$ cat config.mk
export PLATFORM = sky130hd
export DESIGN_NAME = rth_sequencer
export DESIGN_NICKNAME = d
export VERILOG_FILES = /design/src/design/rth_pkg.sv /design/src/design/rth_step_if.sv /design/src/design/rth_sequencer.sv /design/src/design/rth_step_gen.sv
export VERILOG_INCLUDE_DIRS = /design/src /design/src/design
export SDC_FILE = /design/constraint.sdc
export NUM_CORES = 1
export LEC_CHECK = 0
export ABC_AREA = 1
export BUFFER_PORTS_ARGS = -buffer_cell sky130_fd_sc_hd__buf_4
export CORE_ASPECT_RATIO = 0.75
export CORE_MARGIN = 4
export CORE_UTILIZATION = 40
export CTS_BUF_LIST = sky130_fd_sc_hd__clkbuf_4 sky130_fd_sc_hd__clkbuf_8
export DETAILED_ROUTE_END_ITERATION = 6
export PLACE_DENSITY_LB_ADDON = 0.2
export SYNTH_ARGS = -nofsm -noshare
export SYNTH_HDL_FRONTEND = slang
export SYNTH_HIERARCHICAL = 1
export SYNTH_SLANG_ARGS = --single-unit
$ cat constraint.sdc
create_clock -name clk_sys -period 5.2 [get_ports clk_sys]
set_input_delay 1.04 -clock clk_sys [delete_from_list [all_inputs] [get_ports clk_sys]]
set_output_delay 1.04 -clock clk_sys [all_outputs]
set_load 0.01 [all_outputs]
$ cat src/design/rth_regs.svh
// Register offsets, field positions, reset values and timing counts
`ifndef RTH_REGS_SVH
`define RTH_REGS_SVH

// ----------------------------------------------------------------
// Register byte offsets
// ----------------------------------------------------------------
`define RTH_ADDR_CTRL      8'h00
`define RTH_ADDR_START_SPD 8'h04
`define RTH_ADDR_RUN_SPD   8'h08
`define RTH_ADDR_RAMP_DIV  8'h0C
`define RTH_ADDR_OFFSET    8'h10
`define RTH_ADDR_STATUS    8'h14
`define RTH_ADDR_IRQ_MASK  8'h18
`define RTH_ADDR_POSITION  8'h1C
`define RTH_ADDR_STATE     8'h20

// ----------------------------------------------------------------
// Control field positions
// ----------------------------------------------------------------
`define RTH_CTRL_MODE_LSB  0
`define RTH_CTRL_MODE_MSB  1
`define RTH_CTRL_DIR_BIT   2
`define RTH_CTRL_SLOT_BIT  3
`define RTH_CTRL_PHASE_BIT 4

// Status bits: started, done, unsupported mode
`define RTH_STAT_START_BIT 0
`define RTH_STAT_DONE_BIT  1
`define RTH_STAT_ERR_BIT   2

// ----------------------------------------------------------------
// Reset values
// ----------------------------------------------------------------
`define RTH_RST_MODE       2'h1
`define RTH_RST_DIR        1'h1
`define RTH_RST_START_SPD  20'h001F4
`define RTH_RST_RUN_SPD    20'h003E8
`define RTH_RST_RAMP_DIV   16'h0032
`define RTH_RST_OFFSET     24'h000000

// ----------------------------------------------------------------
// Timing and motion constants
// ----------------------------------------------------------------
`define RTH_CLK_HZ         27'h2FAF080
`define RTH_CLK_NS         20
`define RTH_FINAL_CAP_HZ   20'h001F4
`define RTH_ESCAPE_STEPS   24'h0000C8
`define RTH_PAUSE_NS       1000000
`define RTH_PAUSE_CYC      ((`RTH_PAUSE_NS + `RTH_CLK_NS - 1) / `RTH_CLK_NS)

`endif

$ cat src/design/rth_pkg.sv
// Types shared by the return-to-home sequencer and its step generator
package rth_pkg;

    typedef logic [19:0] rth_speed_t;

    // Homing mode codes
    typedef enum logic [1:0] {
        RTH_MODE_TWO   = 2'h0,
        RTH_MODE_THREE = 2'h1,
        RTH_MODE_PUSH  = 2'h2
    } rth_mode_e;

    // Sequencer states
    typedef enum logic [3:0] {
        RTH_IDLE   = 4'h0,
        RTH_SEEK   = 4'h1,
        RTH_TURN   = 4'h2,
        RTH_ESCAPE = 4'h3,
        RTH_STEPS  = 4'h4,
        RTH_PAUSE  = 4'h5,
        RTH_QUAL   = 4'h6,
        RTH_STOP   = 4'h7,
        RTH_OFFSET = 4'h8,
        RTH_ZERO   = 4'h9,
        RTH_DONE   = 4'hA
    } rth_state_e;

    typedef struct packed {
        rth_state_e  state;
        rth_state_e  ret;
        logic        run;
        logic        dir;
        rth_speed_t  target;
        logic [23:0] cnt;
        logic [31:0] pos;
        logic        origin_q;
        logic        ready;
        logic        done;
        logic        step_o;
        logic        dir_o;
        logic        irq;
        logic [2:0]  status;
        logic [2:0]  mask;
        logic [1:0]  mode;
        logic        sdir;
        logic        slot_en;
        logic        phase_en;
        rth_speed_t  start_spd;
        rth_speed_t  run_spd;
        logic [15:0] ramp_div;
        logic [23:0] offset;
        logic [31:0] rdata;
    } rth_seq_s;

    typedef struct packed {
        rth_speed_t  cur;
        logic [26:0] acc;
        logic [15:0] div;
        logic        step;
        logic        busy;
    } rth_gen_s;

endpackage

$ cat src/design/rth_step_if.sv
// Motion command link between sequencer and step generator
`timescale 1ns/100ps
interface rth_step_if;
    import rth_pkg::*;
    logic        run;
    logic        dir;
    rth_speed_t  start_spd;
    rth_speed_t  target_spd;
    logic [15:0] ramp_div;
    logic        step;
    logic        idle;

    modport seq (output run, dir, start_spd, target_spd, ramp_div,
                 input  step, idle);
    modport gen (input  run, dir, start_spd, target_spd, ramp_div,
                 output step, idle);
endinterface

$ cat src/design/rth_sequencer.sv
// Return-to-home sequencer top with register port and interrupt
//
// Notes on behaviour
// - Request while ready starts homing in two- or three-sensor mode; push mode only sets the error bit
// - Ready drops at start; host then releases
// - Origin-done asserted when homing completes
// - Final speed is start speed, capped 500 Hz
// - Start at start speed; three-sensor search at run, two-sensor at start
// - Three-sensor mode works without limit sensors
// - Qualifier enabled: keep moving past origin edge
// - Three-sensor: finish only if qualifier seen on origin
// - Two-sensor: reverse at limit until released
// - Then 200 more steps; stop is origin
// - Qualifier: pause after 200, then seek qualifier
// - Decelerate after origin; may overshoot sensor
// - Mode codes: 0 two, 1 three, 2 push
// - Direction 0 negative, 1 positive; default positive
// - Three-sensor: run speed, stop on origin
// - Offset move after origin gives electrical origin
`timescale 1ns/100ps
`include "rth_regs.svh"
module rth_sequencer
    import rth_pkg::*;
#(
    parameter int PAUSE_CYC = `RTH_PAUSE_CYC
) (
    input  wire logic        clk_sys,
    input  wire logic        reset_n,
    input  wire logic        home_req,
    input  wire logic        origin_sensor,
    input  wire logic        slot_sensor,
    input  wire logic        encoder_phase_signal,
    input  wire logic        pos_limit_sensor,
    input  wire logic        neg_limit_sensor,
    input  wire logic [7:0]  reg_addr,
    input  wire logic [31:0] reg_wdata,
    input  wire logic        reg_wr,
    input  wire logic        reg_rd,
    output logic      [31:0] reg_rdata,
    output logic             ready,
    output logic             origin_done,
    output logic             step_out,
    output logic             dir_out,
    output logic             irq
);

    // ------------------------------------------------------------
    // Elaboration checks
    // ------------------------------------------------------------
    // The pause shares the 24-bit step counter
    if (PAUSE_CYC < 1 || PAUSE_CYC > 24'hFFFFFF) begin : g_chk
        $error("PAUSE_CYC out of range");
    end

    localparam logic [23:0] PAUSE_LAST = 24'(PAUSE_CYC - 1);

    // Final approach speed: start speed, capped
    function automatic rth_speed_t final_speed(input rth_speed_t s);
        final_speed = (s < `RTH_FINAL_CAP_HZ) ? s : `RTH_FINAL_CAP_HZ;
    endfunction

    // Magnitude of a signed 24-bit step offset
    function automatic logic [23:0] mag24(input logic [23:0] v);
        mag24 = v[23] ? (~v + 24'h000001) : v;
    endfunction

    rth_seq_s   q;
    rth_seq_s   d;
    rth_step_if st_if ();

    logic        qual_en;
    logic        qual_hit;
    logic        lim_ahead;
    logic        lim_behind;
    logic        origin_rise;
    logic        three;
    logic [2:0]  events;
    logic [2:0]  rd_clr;
    logic [23:0] cnt_nx;

    // ------------------------------------------------------------
    // Step generator
    // ------------------------------------------------------------
    rth_step_gen u_gen (
        .clk_sys (clk_sys),
        .reset_n (reset_n),
        .st      (st_if.gen)
    );

    assign st_if.run        = q.run;
    assign st_if.dir        = q.dir;
    assign st_if.start_spd  = q.start_spd;
    assign st_if.target_spd = q.target;
    assign st_if.ramp_div   = q.ramp_div;

    // ------------------------------------------------------------
    // Sensor decode
    // ------------------------------------------------------------
    // With both qualifiers enabled both must be seen together
    assign qual_en     = q.slot_en | q.phase_en;
    assign qual_hit    = qual_en & (~q.slot_en | slot_sensor)
                       & (~q.phase_en | encoder_phase_signal);
    assign lim_ahead   = q.dir ? pos_limit_sensor : neg_limit_sensor;
    assign lim_behind  = q.dir ? neg_limit_sensor : pos_limit_sensor;
    assign origin_rise = origin_sensor & ~q.origin_q;
    assign three       = (q.mode == RTH_MODE_THREE);
    assign cnt_nx      = q.cnt + 24'h000001;

    // ------------------------------------------------------------
    // Next state
    // ------------------------------------------------------------
    always_comb begin
        d          = q;
        events     = 3'h0;
        d.origin_q = origin_sensor;
        d.step_o   = st_if.step;
        d.dir_o    = q.dir;

        // Command position follows every issued step
        if (st_if.step) begin
            d.pos = q.dir ? q.pos + 32'h00000001 : q.pos - 32'h00000001;
        end

        case (q.state)
            RTH_IDLE: begin
                // Host is expected to see ready before it asks
                if (home_req && q.ready) begin
                    if (q.mode == RTH_MODE_TWO || three) begin
                        d.ready  = 1'b0;
                        d.done   = 1'b0;
                        d.dir    = q.sdir;
                        d.run    = 1'b1;
                        // Two-sensor search is slow, three-sensor fast
                        d.target = three ? q.run_spd : q.start_spd;
                        d.state  = RTH_SEEK;
                        events[`RTH_STAT_START_BIT] = 1'b1;
                    end else begin
                        // Push mode is not served here
                        events[`RTH_STAT_ERR_BIT] = 1'b1;
                    end
                end
            end
            RTH_SEEK: begin
                if (three && origin_rise) begin
                    if (qual_en) begin
                        d.target = final_speed(q.start_spd);
                        d.state  = RTH_QUAL;
                    end else begin
                        d.run   = 1'b0;
                        d.state = RTH_STOP;
                    end
                end else if (lim_ahead) begin
                    // No limit wired just means no reversal here
                    d.run   = 1'b0;
                    d.ret   = three ? RTH_SEEK : RTH_ESCAPE;
                    d.state = RTH_TURN;
                end
            end
            RTH_TURN: begin
                // Reverse only once the motor has come to rest
                if (st_if.idle) begin
                    d.dir    = ~q.dir;
                    d.run    = 1'b1;
                    d.target = three ? q.run_spd : q.start_spd;
                    d.state  = q.ret;
                end
            end
            RTH_ESCAPE: begin
                if (!lim_behind) begin
                    d.cnt   = 24'h000000;
                    d.state = RTH_STEPS;
                end
            end
            RTH_STEPS: begin
                if (st_if.step) begin
                    d.cnt = cnt_nx;
                    if (cnt_nx == `RTH_ESCAPE_STEPS) begin
                        // At start speed the stop is immediate
                        d.run   = 1'b0;
                        d.cnt   = 24'h000000;
                        d.state = qual_en ? RTH_PAUSE : RTH_STOP;
                    end
                end
            end
            RTH_PAUSE: begin
                if (q.cnt != PAUSE_LAST) begin
                    d.cnt = cnt_nx;
                end else if (st_if.idle) begin
                    d.run    = 1'b1;
                    d.target = final_speed(q.start_spd);
                    d.state  = RTH_QUAL;
                end
            end
            RTH_QUAL: begin
                // Three-sensor needs the origin still active
                if (qual_hit && (!three || origin_sensor)) begin
                    d.run   = 1'b0;
                    d.state = RTH_STOP;
                end else if (three && !origin_sensor) begin
                    // Slipped off the origin: look for the next edge
                    d.target = q.run_spd;
                    d.state  = RTH_SEEK;
                end else if (lim_ahead) begin
                    d.run   = 1'b0;
                    d.ret   = three ? RTH_SEEK : RTH_QUAL;
                    d.state = RTH_TURN;
                end
            end
            RTH_STOP: begin
                // Ramp-down may carry the stop past the sensor
                if (st_if.idle) begin
                    if (q.offset != 24'h000000) begin
                        d.dir    = ~q.offset[23];
                        d.cnt    = 24'h000000;
                        d.target = q.start_spd;
                        d.run    = 1'b1;
                        d.state  = RTH_OFFSET;
                    end else begin
                        d.state = RTH_ZERO;
                    end
                end
            end
            RTH_OFFSET: begin
                if (st_if.step) begin
                    d.cnt = cnt_nx;
                    if (cnt_nx == mag24(q.offset)) begin
                        d.run   = 1'b0;
                        d.state = RTH_ZERO;
                    end
                end
            end
            RTH_ZERO: begin
                if (st_if.idle) begin
                    d.pos   = 32'h00000000;
                    d.state = RTH_DONE;
                end
            end
            RTH_DONE: begin
                d.done  = 1'b1;
                d.ready = 1'b1;
                d.state = RTH_IDLE;
                events[`RTH_STAT_DONE_BIT] = 1'b1;
            end
            default: begin
                d.run   = 1'b0;
                d.state = RTH_IDLE;
            end
        endcase

        // Register writes; configuration is taken at any time, but
        // speeds are sampled by the generator as it runs
        if (reg_wr) begin
            case (reg_addr)
                `RTH_ADDR_CTRL: begin
                    d.mode     = reg_wdata[`RTH_CTRL_MODE_MSB:
                                           `RTH_CTRL_MODE_LSB];
                    d.sdir     = reg_wdata[`RTH_CTRL_DIR_BIT];
                    d.slot_en  = reg_wdata[`RTH_CTRL_SLOT_BIT];
                    d.phase_en = reg_wdata[`RTH_CTRL_PHASE_BIT];
                end
                `RTH_ADDR_START_SPD: d.start_spd = reg_wdata[19:0];
                `RTH_ADDR_RUN_SPD:   d.run_spd   = reg_wdata[19:0];
                `RTH_ADDR_RAMP_DIV:  d.ramp_div  = reg_wdata[15:0];
                `RTH_ADDR_OFFSET:    d.offset    = reg_wdata[23:0];
                `RTH_ADDR_IRQ_MASK:  d.mask      = reg_wdata[2:0];
                default: begin
                end
            endcase
        end

        // Read data, valid only in the cycle after the strobe
        d.rdata = 32'h00000000;
        if (reg_rd) begin
            case (reg_addr)
                `RTH_ADDR_CTRL:      d.rdata = {27'h0000000, q.phase_en,
                                                q.slot_en, q.sdir, q.mode};
                `RTH_ADDR_START_SPD: d.rdata = {12'h000, q.start_spd};
                `RTH_ADDR_RUN_SPD:   d.rdata = {12'h000, q.run_spd};
                `RTH_ADDR_RAMP_DIV:  d.rdata = {16'h0000, q.ramp_div};
                `RTH_ADDR_OFFSET:    d.rdata = {8'h00, q.offset};
                `RTH_ADDR_STATUS:    d.rdata = {29'h00000000, q.status};
                `RTH_ADDR_IRQ_MASK:  d.rdata = {29'h00000000, q.mask};
                `RTH_ADDR_POSITION:  d.rdata = q.pos;
                `RTH_ADDR_STATE:     d.rdata = {28'h0000000, q.state};
                default:             d.rdata = 32'h00000000;
            endcase
        end

        // Sticky status; a new event beats the read-to-clear
        rd_clr   = (reg_rd && reg_addr == `RTH_ADDR_STATUS) ? 3'h7 : 3'h0;
        d.status = (q.status & ~rd_clr) | events;
        d.irq    = |(d.status & d.mask);
    end

    // ------------------------------------------------------------
    // State register
    // ------------------------------------------------------------
    always_ff @(posedge clk_sys) begin
        if (!reset_n) begin
            q           <= '0;
            q.ready     <= 1'b1;
            q.mode      <= `RTH_RST_MODE;
            q.sdir      <= `RTH_RST_DIR;
            q.start_spd <= `RTH_RST_START_SPD;
            q.run_spd   <= `RTH_RST_RUN_SPD;
            q.ramp_div  <= `RTH_RST_RAMP_DIV;
            q.offset    <= `RTH_RST_OFFSET;
        end else begin
            q <= d;
        end
    end

    assign reg_rdata   = q.rdata;
    assign ready       = q.ready;
    assign origin_done = q.done;
    assign step_out    = q.step_o;
    assign dir_out     = q.dir_o;
    assign irq         = q.irq;

endmodule

$ cat src/design/rth_step_gen.sv
// Step pulse generator with linear speed ramp
`timescale 1ns/100ps
`include "rth_regs.svh"
module rth_step_gen
    import rth_pkg::*;
(
    input  wire logic clk_sys,
    input  wire logic reset_n,
    rth_step_if.gen   st
);

    rth_gen_s    g_q;
    rth_gen_s    g_d;
    rth_speed_t  tgt;
    logic [26:0] sum;

    // ------------------------------------------------------------
    // Ramp and phase accumulator
    // ------------------------------------------------------------
    // Speed moves 1 Hz per ramp_div+1 clocks; stopping ramps down to
    // the start speed, so a move run at start speed stops at once
    always_comb begin
        g_d      = g_q;
        g_d.step = 1'b0;
        tgt      = st.run ? st.target_spd : st.start_spd;
        sum      = g_q.acc + {7'h00, g_q.cur};
        if (st.run && !g_q.busy) begin
            g_d.busy = 1'b1;
            g_d.cur  = st.start_spd;
            g_d.acc  = 27'h0000000;
            g_d.div  = 16'h0000;
        end else if (g_q.busy) begin
            if (!st.run && g_q.cur <= st.start_spd) begin
                g_d.busy = 1'b0;
                g_d.cur  = 20'h00000;
            end else begin
                if (g_q.div >= st.ramp_div) begin
                    g_d.div = 16'h0000;
                    if (g_q.cur < tgt) begin
                        g_d.cur = g_q.cur + 20'h00001;
                    end else if (g_q.cur > tgt) begin
                        g_d.cur = g_q.cur - 20'h00001;
                    end
                end else begin
                    g_d.div = g_q.div + 16'h0001;
                end
                if (sum >= `RTH_CLK_HZ) begin
                    g_d.acc  = sum - `RTH_CLK_HZ;
                    g_d.step = 1'b1;
                end else begin
                    g_d.acc = sum;
                end
            end
        end
    end

    always_ff @(posedge clk_sys) begin
        if (!reset_n) begin
            g_q <= '0;
        end else begin
            g_q <= g_d;
        end
    end

    assign st.step = g_q.step;
    assign st.idle = ~g_q.busy;

endmodule

# Word-level counts from Yosys, hierarchy flattened
# Cells that the tools add are included.
# totals
register_bits	280
latch_bits	0
ramBits	0
mem_bits_ro	0
wordCells	254
n_memories	0
# op_classes
add_sub_neg	9
n_mul	0
div	0
order_cmp	6
eq_ne	49
shifts	0
muxes	97
bitwise_logic	20
reduce_logical	44
# ops
op	count
20-bit two-way mux	15
32-bit case mux with 9 select lines	1
24-bit two-way mux	7
32-bit two-way mux	4
20-bit case mux with 6 select lines	1
24-bit case mux with 5 select lines	1
46-bit two-way mux	2
88-bit two-way mux	1
4-bit two-way mux	17
22-bit two-way mux	3
65-bit two-way mux	1
63-bit two-way mux	1
24-bit by 1-bit adder with 24-bit output, second input constant	2
44-bit two-way mux	1
2-bit inequality test, second input constant	20
4-bit case mux with 10 select lines	1
32-bit by 1-bit adder with 32-bit output, second input constant	1
8-bit by 5-bit == test with 1-bit output, second input constant	4
16-bit two-way mux	2
32-bit by 1-bit subtractor with 32-bit output, second input constant	1
27-bit by 20-bit adder with 27-bit output	1
27-bit by 26-bit greater-or-equal comparator with 1-bit output, second input constant	1
27-bit two-way mux	1
27-bit by 26-bit subtractor with 27-bit output, second input constant	1
other kinds (60)	135

# Depth between registers and ports, before layout
# Gate-level depths: netlist of run 1.
# depth
word_depth	8
ltp_mapped	26
ltp_nobuf	24

# By module
# The synthesis of run 1 kept the hierarchy.
# by_module_without_submodules
mod	n_inst	cells_each	area_per_inst_um2	seq_area_each_um2
rth_sequencer	1	2014	13111.3	4284.1
rth_step_gen	1	1342	7980.2	1301.2

# Least setup slack after synthesis of run 1
# Ideal clock, no wire load.
# synth_timing
path_kind	register -> register
from	register q, in the netlist st_if.run
to	register u_gen/g_q[58] (netlist bit)
setup_time_ps	70
arrival_ps	4175
slack_ps	955
path_stages_with_launch	22
path_buffers	2
period_less_slack_ps	4245
cell_sequence	dfxtp_1 -> inv_1 -> clkbuf_1 -> clkbuf_1 -> o21ai_0 -> ha_1 -> nand4_1 -> or2_2 -> nor4_1 -> nand2_1 -> nand3_1 -> ha_1 -> a21oi_1 -> nand2_1 -> a21oi_1 -> o21ai_0 -> a21oi_1 -> o21ai_0 -> xnor2_1 -> o22ai_1 -> nand2_1 -> a21oi_1
# synth_between
elab_chain_len	7
# synth_rtl
element	line	source
from (decl)	rth_sequencer.sv:67	rth_seq_s q;
20-bit two-way mux	rth_step_gen.sv:25	tgt = st.run ? st.target_spd : st.start_spd;
20-bit < comparator	rth_step_gen.sv:39	if (g_q.cur < tgt) begin
20-bit two-way mux	rth_step_gen.sv:39	
20-bit two-way mux	rth_step_gen.sv:37	if (g_q.div >= st.ramp_div) begin
20-bit two-way mux	rth_step_gen.sv:33	if (!st.run && g_q.cur <= st.start_spd) begin
65-bit two-way mux	rth_step_gen.sv:32	end else if (g_q.busy) begin
63-bit two-way mux	rth_step_gen.sv:27	if (st.run && !g_q.busy) begin
to (signal assigned)	rth_step_gen.sv:61	g_q <= g_d;
to (decl)	rth_step_gen.sv:12	rth_gen_s g_q;
# Several ways; a longest one is shown, not always the timed one. The select of a mux whose other input is x is not followed.
# A chain may end at the register's enable or synchronous reset.

# Final worst setup path of run 1
# layout_timing
from	register q, in the netlist st_if.run
to	register u_gen/g_q[57] (netlist bit)
# Same word-level chain as after synthesis.

==> results_dict.tcl, run 1 <==
set metrics [dict create \
    crit_fanout 25 \
    wl_per_cell_um 17.11 \
    layout_commonest_cell "nand2_1" \
    wl_um 70660 \
    p_per_area_nw_per_um2 452.0 \
    critical_path_class "register to register" \
    cp-start-kind "register" \
    endpoint "u_gen/g_q[57]" \
    hold_start "origin_done" \
    io-pin-count 87 \
    placed_cells 4038 \
    die_width_um 273.2 \
    fin_crit_ns 4.617 \
    fin_skew_ns 0.04431 \
    ys.flop_type "dfxtp_1" \
    syn-num-nets 3539 \
    critPathLaunch "st_if.run" \
    tns_ns 0 \
    ant_nets 0 \
    synthTopCellsByArea "dfxtp_1, nand2_1, inv_1" \
    grt_usage 0.2464 \
    clk_latency_ns 0.66 \
    max_stage_delay_ns 0.38 \
    max_freq_ghz 0.2166 \
    yosysUniqueCellTypes 60 \
    die-area_um2 56510 \
    finalCritPeriodShare 0.8878 \
    tightest_slew_ns 1.190 \
    htree_levels 2 \
    stdcell_count 4130 \
    cts_root_buf "clkbuf_8" \
    crit_path_frequent_cell "nor2_1" \
    switching_share 0.4697 \
    clk_pin_slew_worst_paths_ns 0.07 \
    cts_setup_buffers 0 \
    synth_top_area_share 0.2648 \
    irDropWorstVdd_uv 311.1 \
    drt_iter0_drc 2097 \
    power.internal_uw 5568 \
    avgSynthCellArea_um2 6.285 \
    synth-edff-count 0 \
    die_h_um 206.9 \
    core_area_um2 51890 \
    ys_seq_area_frac 0.2648 \
    required_ns 5.76 \
    hold_depth 2 \
    r2r-end "u_gen/g_q[57]" \
    areaGrowthSynthToFinish_pct 10.15 \
    port_buffers 78 \
    timing.final.ws_setup_ns 0.5834 \
    hpwl_um 54760 \
    hold_path.class "register to register" \
    clock_path_buffers 3 \
    gp_congestion 0.9683 \
    combPwrFrac 0.519 \
    clkPwrFrac 0.226 \
    r2r_slack_ns 0.58 \
    cp.arrival_ns 5.18 \
    first_pass_iters 6 \
    yosys.area.top_type "dfxtp_1" \
    start_util 0.4065 \
    cts_sinks 279 \
    p_sw_uw 4932 \
    avgViaCountPerCell 5.209 \
    nFillCells 5625 \
    syn-cell-area_um2 21090 \
    antenna_found_initial 3 \
    yosys_warnings 6 \
    syn_inst 3356 \
    synthArstFlopShare 0 \
    endpoint_kind "register" \
    cts_tree "done" \
    critPathSlowestCell "ha_1" \
    maxCapViolations 0 \
    diodes 0 \
    r2r-start "st_if.run" \
    grt_pass1_vias 19350 \
    mostFrequentLayoutCells "nand2_1, inv_1, nor2_1" \
    drv_slew 0 \
    setup_violations 0 \
    num_rows 72 \
    grt_max_degree 58 \
    drc_errors 0 \
    synth_seq_cells 279 \
    finalHoldViolCount 0 \
    ctsResizeCount 0 \
    pwr-share-seq 0.255 \
    pre_cts_ws_ns 0.6589 \
    nets 3571 \
    max_slew_margin 0.2063 \
    reg2regPathDepth 25 \
    globalRouteOverflowTotal 0 \
    drive_gt1_frac 0.09279 \
    status "completed" \
    hold_buffers 0 \
    rsz0062_at_grt "false" \
    grt_pass1_wl_um 110700 \
    num_vias 21510 \
    cts_buffers 51 \
    p_leak_uw 0.01094 \
]
-- per-stage QoR --
stage / area, µm² / hold slack (ns) / power, µW / util
2_1_floorplan: 21090 / 0.4389 / 6689 / -
3_3_place_gp: 22100 / 0.4561 / 8045 / 0.4259
3_5_place_dp: 22100 / 0.4556 / 8051 / 0.4259
4_1_cts: 23230 / 0.4666 / 10460 / 0.4477
5_1_grt: 23230 / 0.4949 / 11410 / 0.4477
6_report: 23230 / 0.4666 / 10500 / 0.4477
-- how the worst min path moves through the flow --
stage	to	slack [ns]
4_1_cts	origin_done	0.47
6_report	origin_done	0.47
5_1_grt	reg_rdata[24]	0.49
3_3_place_gp	reg_rdata[24]	0.46
3_5_place_dp	origin_done	0.46
2_1_floorplan	reg_rdata[26]	0.44
-- synthesized netlist by cell type, types with 26 or more instances --
library cell,number
a211oi_1,26
nand2_1,789
inv_1,495
nand4_1,49
o211ai_1,40
nand2_2,29
ha_1,130
o22ai_1,53
nand3_1,182
clkbuf_1,67
xor2_1,43
a21oi_1,255
nor2_1,369
o21ai_0,232
nor3_1,37
dfxtp_1,279
buf_4,33
-- logic make-up after synthesis --
logic type	Yosys count	share of synthesized area
and+or+nand+nor	1553	0.3185
DFF	279	0.2648
buffers and inverters	643	0.1250
xor gates and xnor gates	63	0.02652
AOI/OAI and AO/OA	685	0.1852
adders and majority gates	133	0.07997
-- worst max-delay path: cells and delay by family (launching register included) --
family          cells  cell delay, ns
flops               1            0.33
buf+inv             4            1.15
simple gates       11            1.25
fa+ha+maj           2            0.66
compound gates      8            1.10
-- state kept, by name (all words and copies together), names as in the netlist --
signal            flops
irq                   1
u_gen/st.step         1
st_if.run             1
origin_done           1
reg_rdata            32
st_if.ramp_div       16
step_out              1
ready                 1
st_if.target_spd     20
q                   119
st_if.dir             1
dir_out               1
u_gen/g_q            64
st_if.start_spd      20
-- area by class of cell --
type,instances,area [µm²],share of cell area
timing repair buffer,108,823.3,0.03544
inverter,514,1929,0.08305
clock buffer,76,970.9,0.04179
clock inverter,16,161.4,0.006947
multi-input combinational,2434,12880,0.5544
tap,703,879.6,0.03786
sequential,279,5587,0.2405
-- power by group through the flow --
stage | Clock [µW] | Combinational [µW] | Sequential (µW)
global route | 2510 | 6190 | 2710
finish | 2370 | 5450 | 2680
detailed placement | 0 | 5330 | 2720
global placement | 0 | 5320 | 2720
floorplan | 0 | 4090 | 2600
CTS | 2420 | 5360 | 2680
-- per-layer routing --
metal | GRT usage | vias to the layer above | share of wire
met5 | 0 | - | 0.00038
met4 | 0.05946 | 4 | 0.020
met3 | 0.05235 | 103 | 0.088
met2 | 0.3381 | 669 | 0.38
met1 | 0.3856 | 9692 | 0.51
li1 | - | 11040 | -
Power figures use the tool's default switching activity.
==> run 2, diff against run 1 <==
- CORE_UTILIZATION: 40 -> 30
- CTS_CLUSTER_DIAMETER: not set -> 60
==> results_dict.tcl, run 2 (synthesis results as in run 1) <==
set metrics [dict create \
    grt_max_degree 58 \
    num_vias 21430 \
    hold_buffers 0 \
    mostFrequentLayoutCells "nand2_1, inv_1, nor2_1" \
    globalRouteOverflowTotal 0 \
    use_met2 0.2657 \
    r2r_slack_ns 0.64 \
    cts_sinks 279 \
    wl_per_cell_um 16.92 \
    hpwl_um 57580 \
    place_area_um2 22400 \
    first_pass_iters 7 \
    placed_cells 4271 \
    endpoint_kind "register" \
    nets 3572 \
    maxCapViolations 0 \
    r2r-end "u_gen/g_q[57]" \
    grt_busiest_layer "met1" \
    drt_iter0_drc 1844 \
    grt_pass1_vias 19170 \
    max_stage_delay_ns 0.36 \
    crit_fanout 26 \
    grt_usage 0.1930 \
    ctsResizeCount 0 \
    areaGrowthSynthToFinish_pct 11.48 \
    status "completed" \
    irDropWorstVdd_uv 240.9 \
    setup_violations 0 \
    cp-start-kind "register" \
    cp.arrival_ns 5.08 \
    nFillCells 7566 \
    cts_tree "done" \
    critPathSlowestCell "ha_1" \
    clk_pin_slew_worst_paths_ns 0.06 \
    p_per_area_nw_per_um2 444.7 \
    rsz0062_at_grt "false" \
    wl_um 73860 \
    finalHoldViolCount 0 \
    avgViaCountPerCell 4.910 \
    num_rows 83 \
    gp_congestion 0.9062 \
    drc_errors 0 \
    port_buffers 78 \
    clk_latency_ns 0.68 \
    finalCritPeriodShare 0.8769 \
    crit_path_frequent_cell "nor2_1" \
    cp_cell_sequence "inv_1 -> buf_4 -> o21ai_0 -> ha_1 -> a21oi_1 -> o21ai_0 -> nand4_1 -> a31o_2 -> nand3_1 -> buf_4 -> ha_1 -> nand2_1 -> nor2_1 -> nand2_1 -> o211ai_1 -> a31oi_1 -> o21ai_0 -> nor2_1 -> nor2_1 -> nand2_1 -> o21ai_0 -> nor2_1 -> nor2_1" \
    final_area_um2 23510 \
    use_met3 0.05038 \
    fin_crit_ns 4.560 \
    fin_skew_ns 0.04532 \
    cts_root_buf "clkbuf_8" \
    r2r-start "st_if.run" \
    hold_path.class "register to register" \
    layout_commonest_cell "nand2_1" \
    global_route.usage.met1 0.2957 \
    cts_setup_buffers 0 \
    grt_pass1_wl_um 113800 \
    drv_slew 0 \
    clock_path_buffers 3 \
    p_leak_uw 0.01093 \
    max_freq_ghz 0.2193 \
    tns_ns 0 \
    tightest_slew_ns 1.113 \
    stdcell_count 4364 \
    cts_buffers 51 \
    regMostFlops "q" \
    antenna_found_initial 3 \
    reg2regPathDepth 23 \
    required_ns 5.73 \
    io-pin-count 87 \
    start_util 0.3054 \
    ant_nets 0 \
    core_area_um2 69060 \
    max_slew_margin 0.2572 \
    htree_levels 2 \
    largest_reg_flops 119 \
    hold_depth 2 \
    die-area_um2 74650 \
    die_width_um 314.2 \
    critical_path_class "register to register" \
    hold_start "q[209]" \
    drive_gt1_frac 0.09279 \
    power.total_uw 10460 \
    hold_end "q[209]" \
    die_h_um 237.6 \
]
## run 2: changes by cell type in the layout (fill, tap and decap cells not counted), sizes merged
| cell | previous run | this run |
|---|---|---|
| buf | 108 | 109 |
| diode | 0 | 2 |
| bufinv | 3 | 2 |
| clkinvlp | 1 | 2 |
| clkinv | 17 | 16 |
## run 2: worst max path at each step
stage / cells after the start / from / slack [ns] / endpoint
final: 23 / st_if.run / 0.64 / u_gen/g_q[57]
after global routing: 24 / st_if.run / 0.11 / u_gen/g_q[57]
after CTS: 23 / st_if.run / 0.71 / u_gen/g_q[57]
after detailed placement: 23 / st_if.run / 0.74 / u_gen/g_q[57]
after global placement: 23 / st_if.run / 0.71 / u_gen/g_q[57]
after floorplan: 21 / st_if.run / 0.96 / u_gen/g_q[58]
## run 2: area by class of cell
class	instances	area, µm²	area share
timing repair buffer	109	830.8	0.03533
tap	935	1170	0.04975
antenna	2	5.005	0.0002128
inverter	514	1929	0.08205
clock inverter	15	133.9	0.005694
clock buffer	76	977.2	0.04156
multi-input combinational	2434	12880	0.5478
sequential	279	5587	0.2376
## run 2: critical path, delay by kind of cell (launching register included)
| family | cells | cell delay, ns |
|---|---|---|
| compound gates | 8 | 1.23 |
| buf+inv | 3 | 1.00 |
| simple gates | 10 | 1.15 |
| flops | 1 | 0.34 |
| fa+ha+maj | 2 | 0.68 |
## run 2: metrics by stage
step,utilization,setup WS [ns],hold slack (ns)
after CTS,0.3404,0.7129,0.4671
after floorplan,-,0.9551,0.4389
final,0.3405,0.6401,0.4701
after global routing,0.3405,0.1052,0.4881
after global placement,0.3243,0.7104,0.4556
after detailed placement,0.3243,0.7417,0.4595
## run 2: layer usage
metal	wire length (µm)	share of wire
met1	37520	0.51
met2	28210	0.38
met3	6750	0.091
met4	1350	0.018
met5	27	0.00037
## run 2: where the power goes
group	leakage (µW)	internal, µW	switching (µW)
sequential	0.00226	2390	305
combinational	0.00808	1820	3590
clock	0.000590	1300	1040
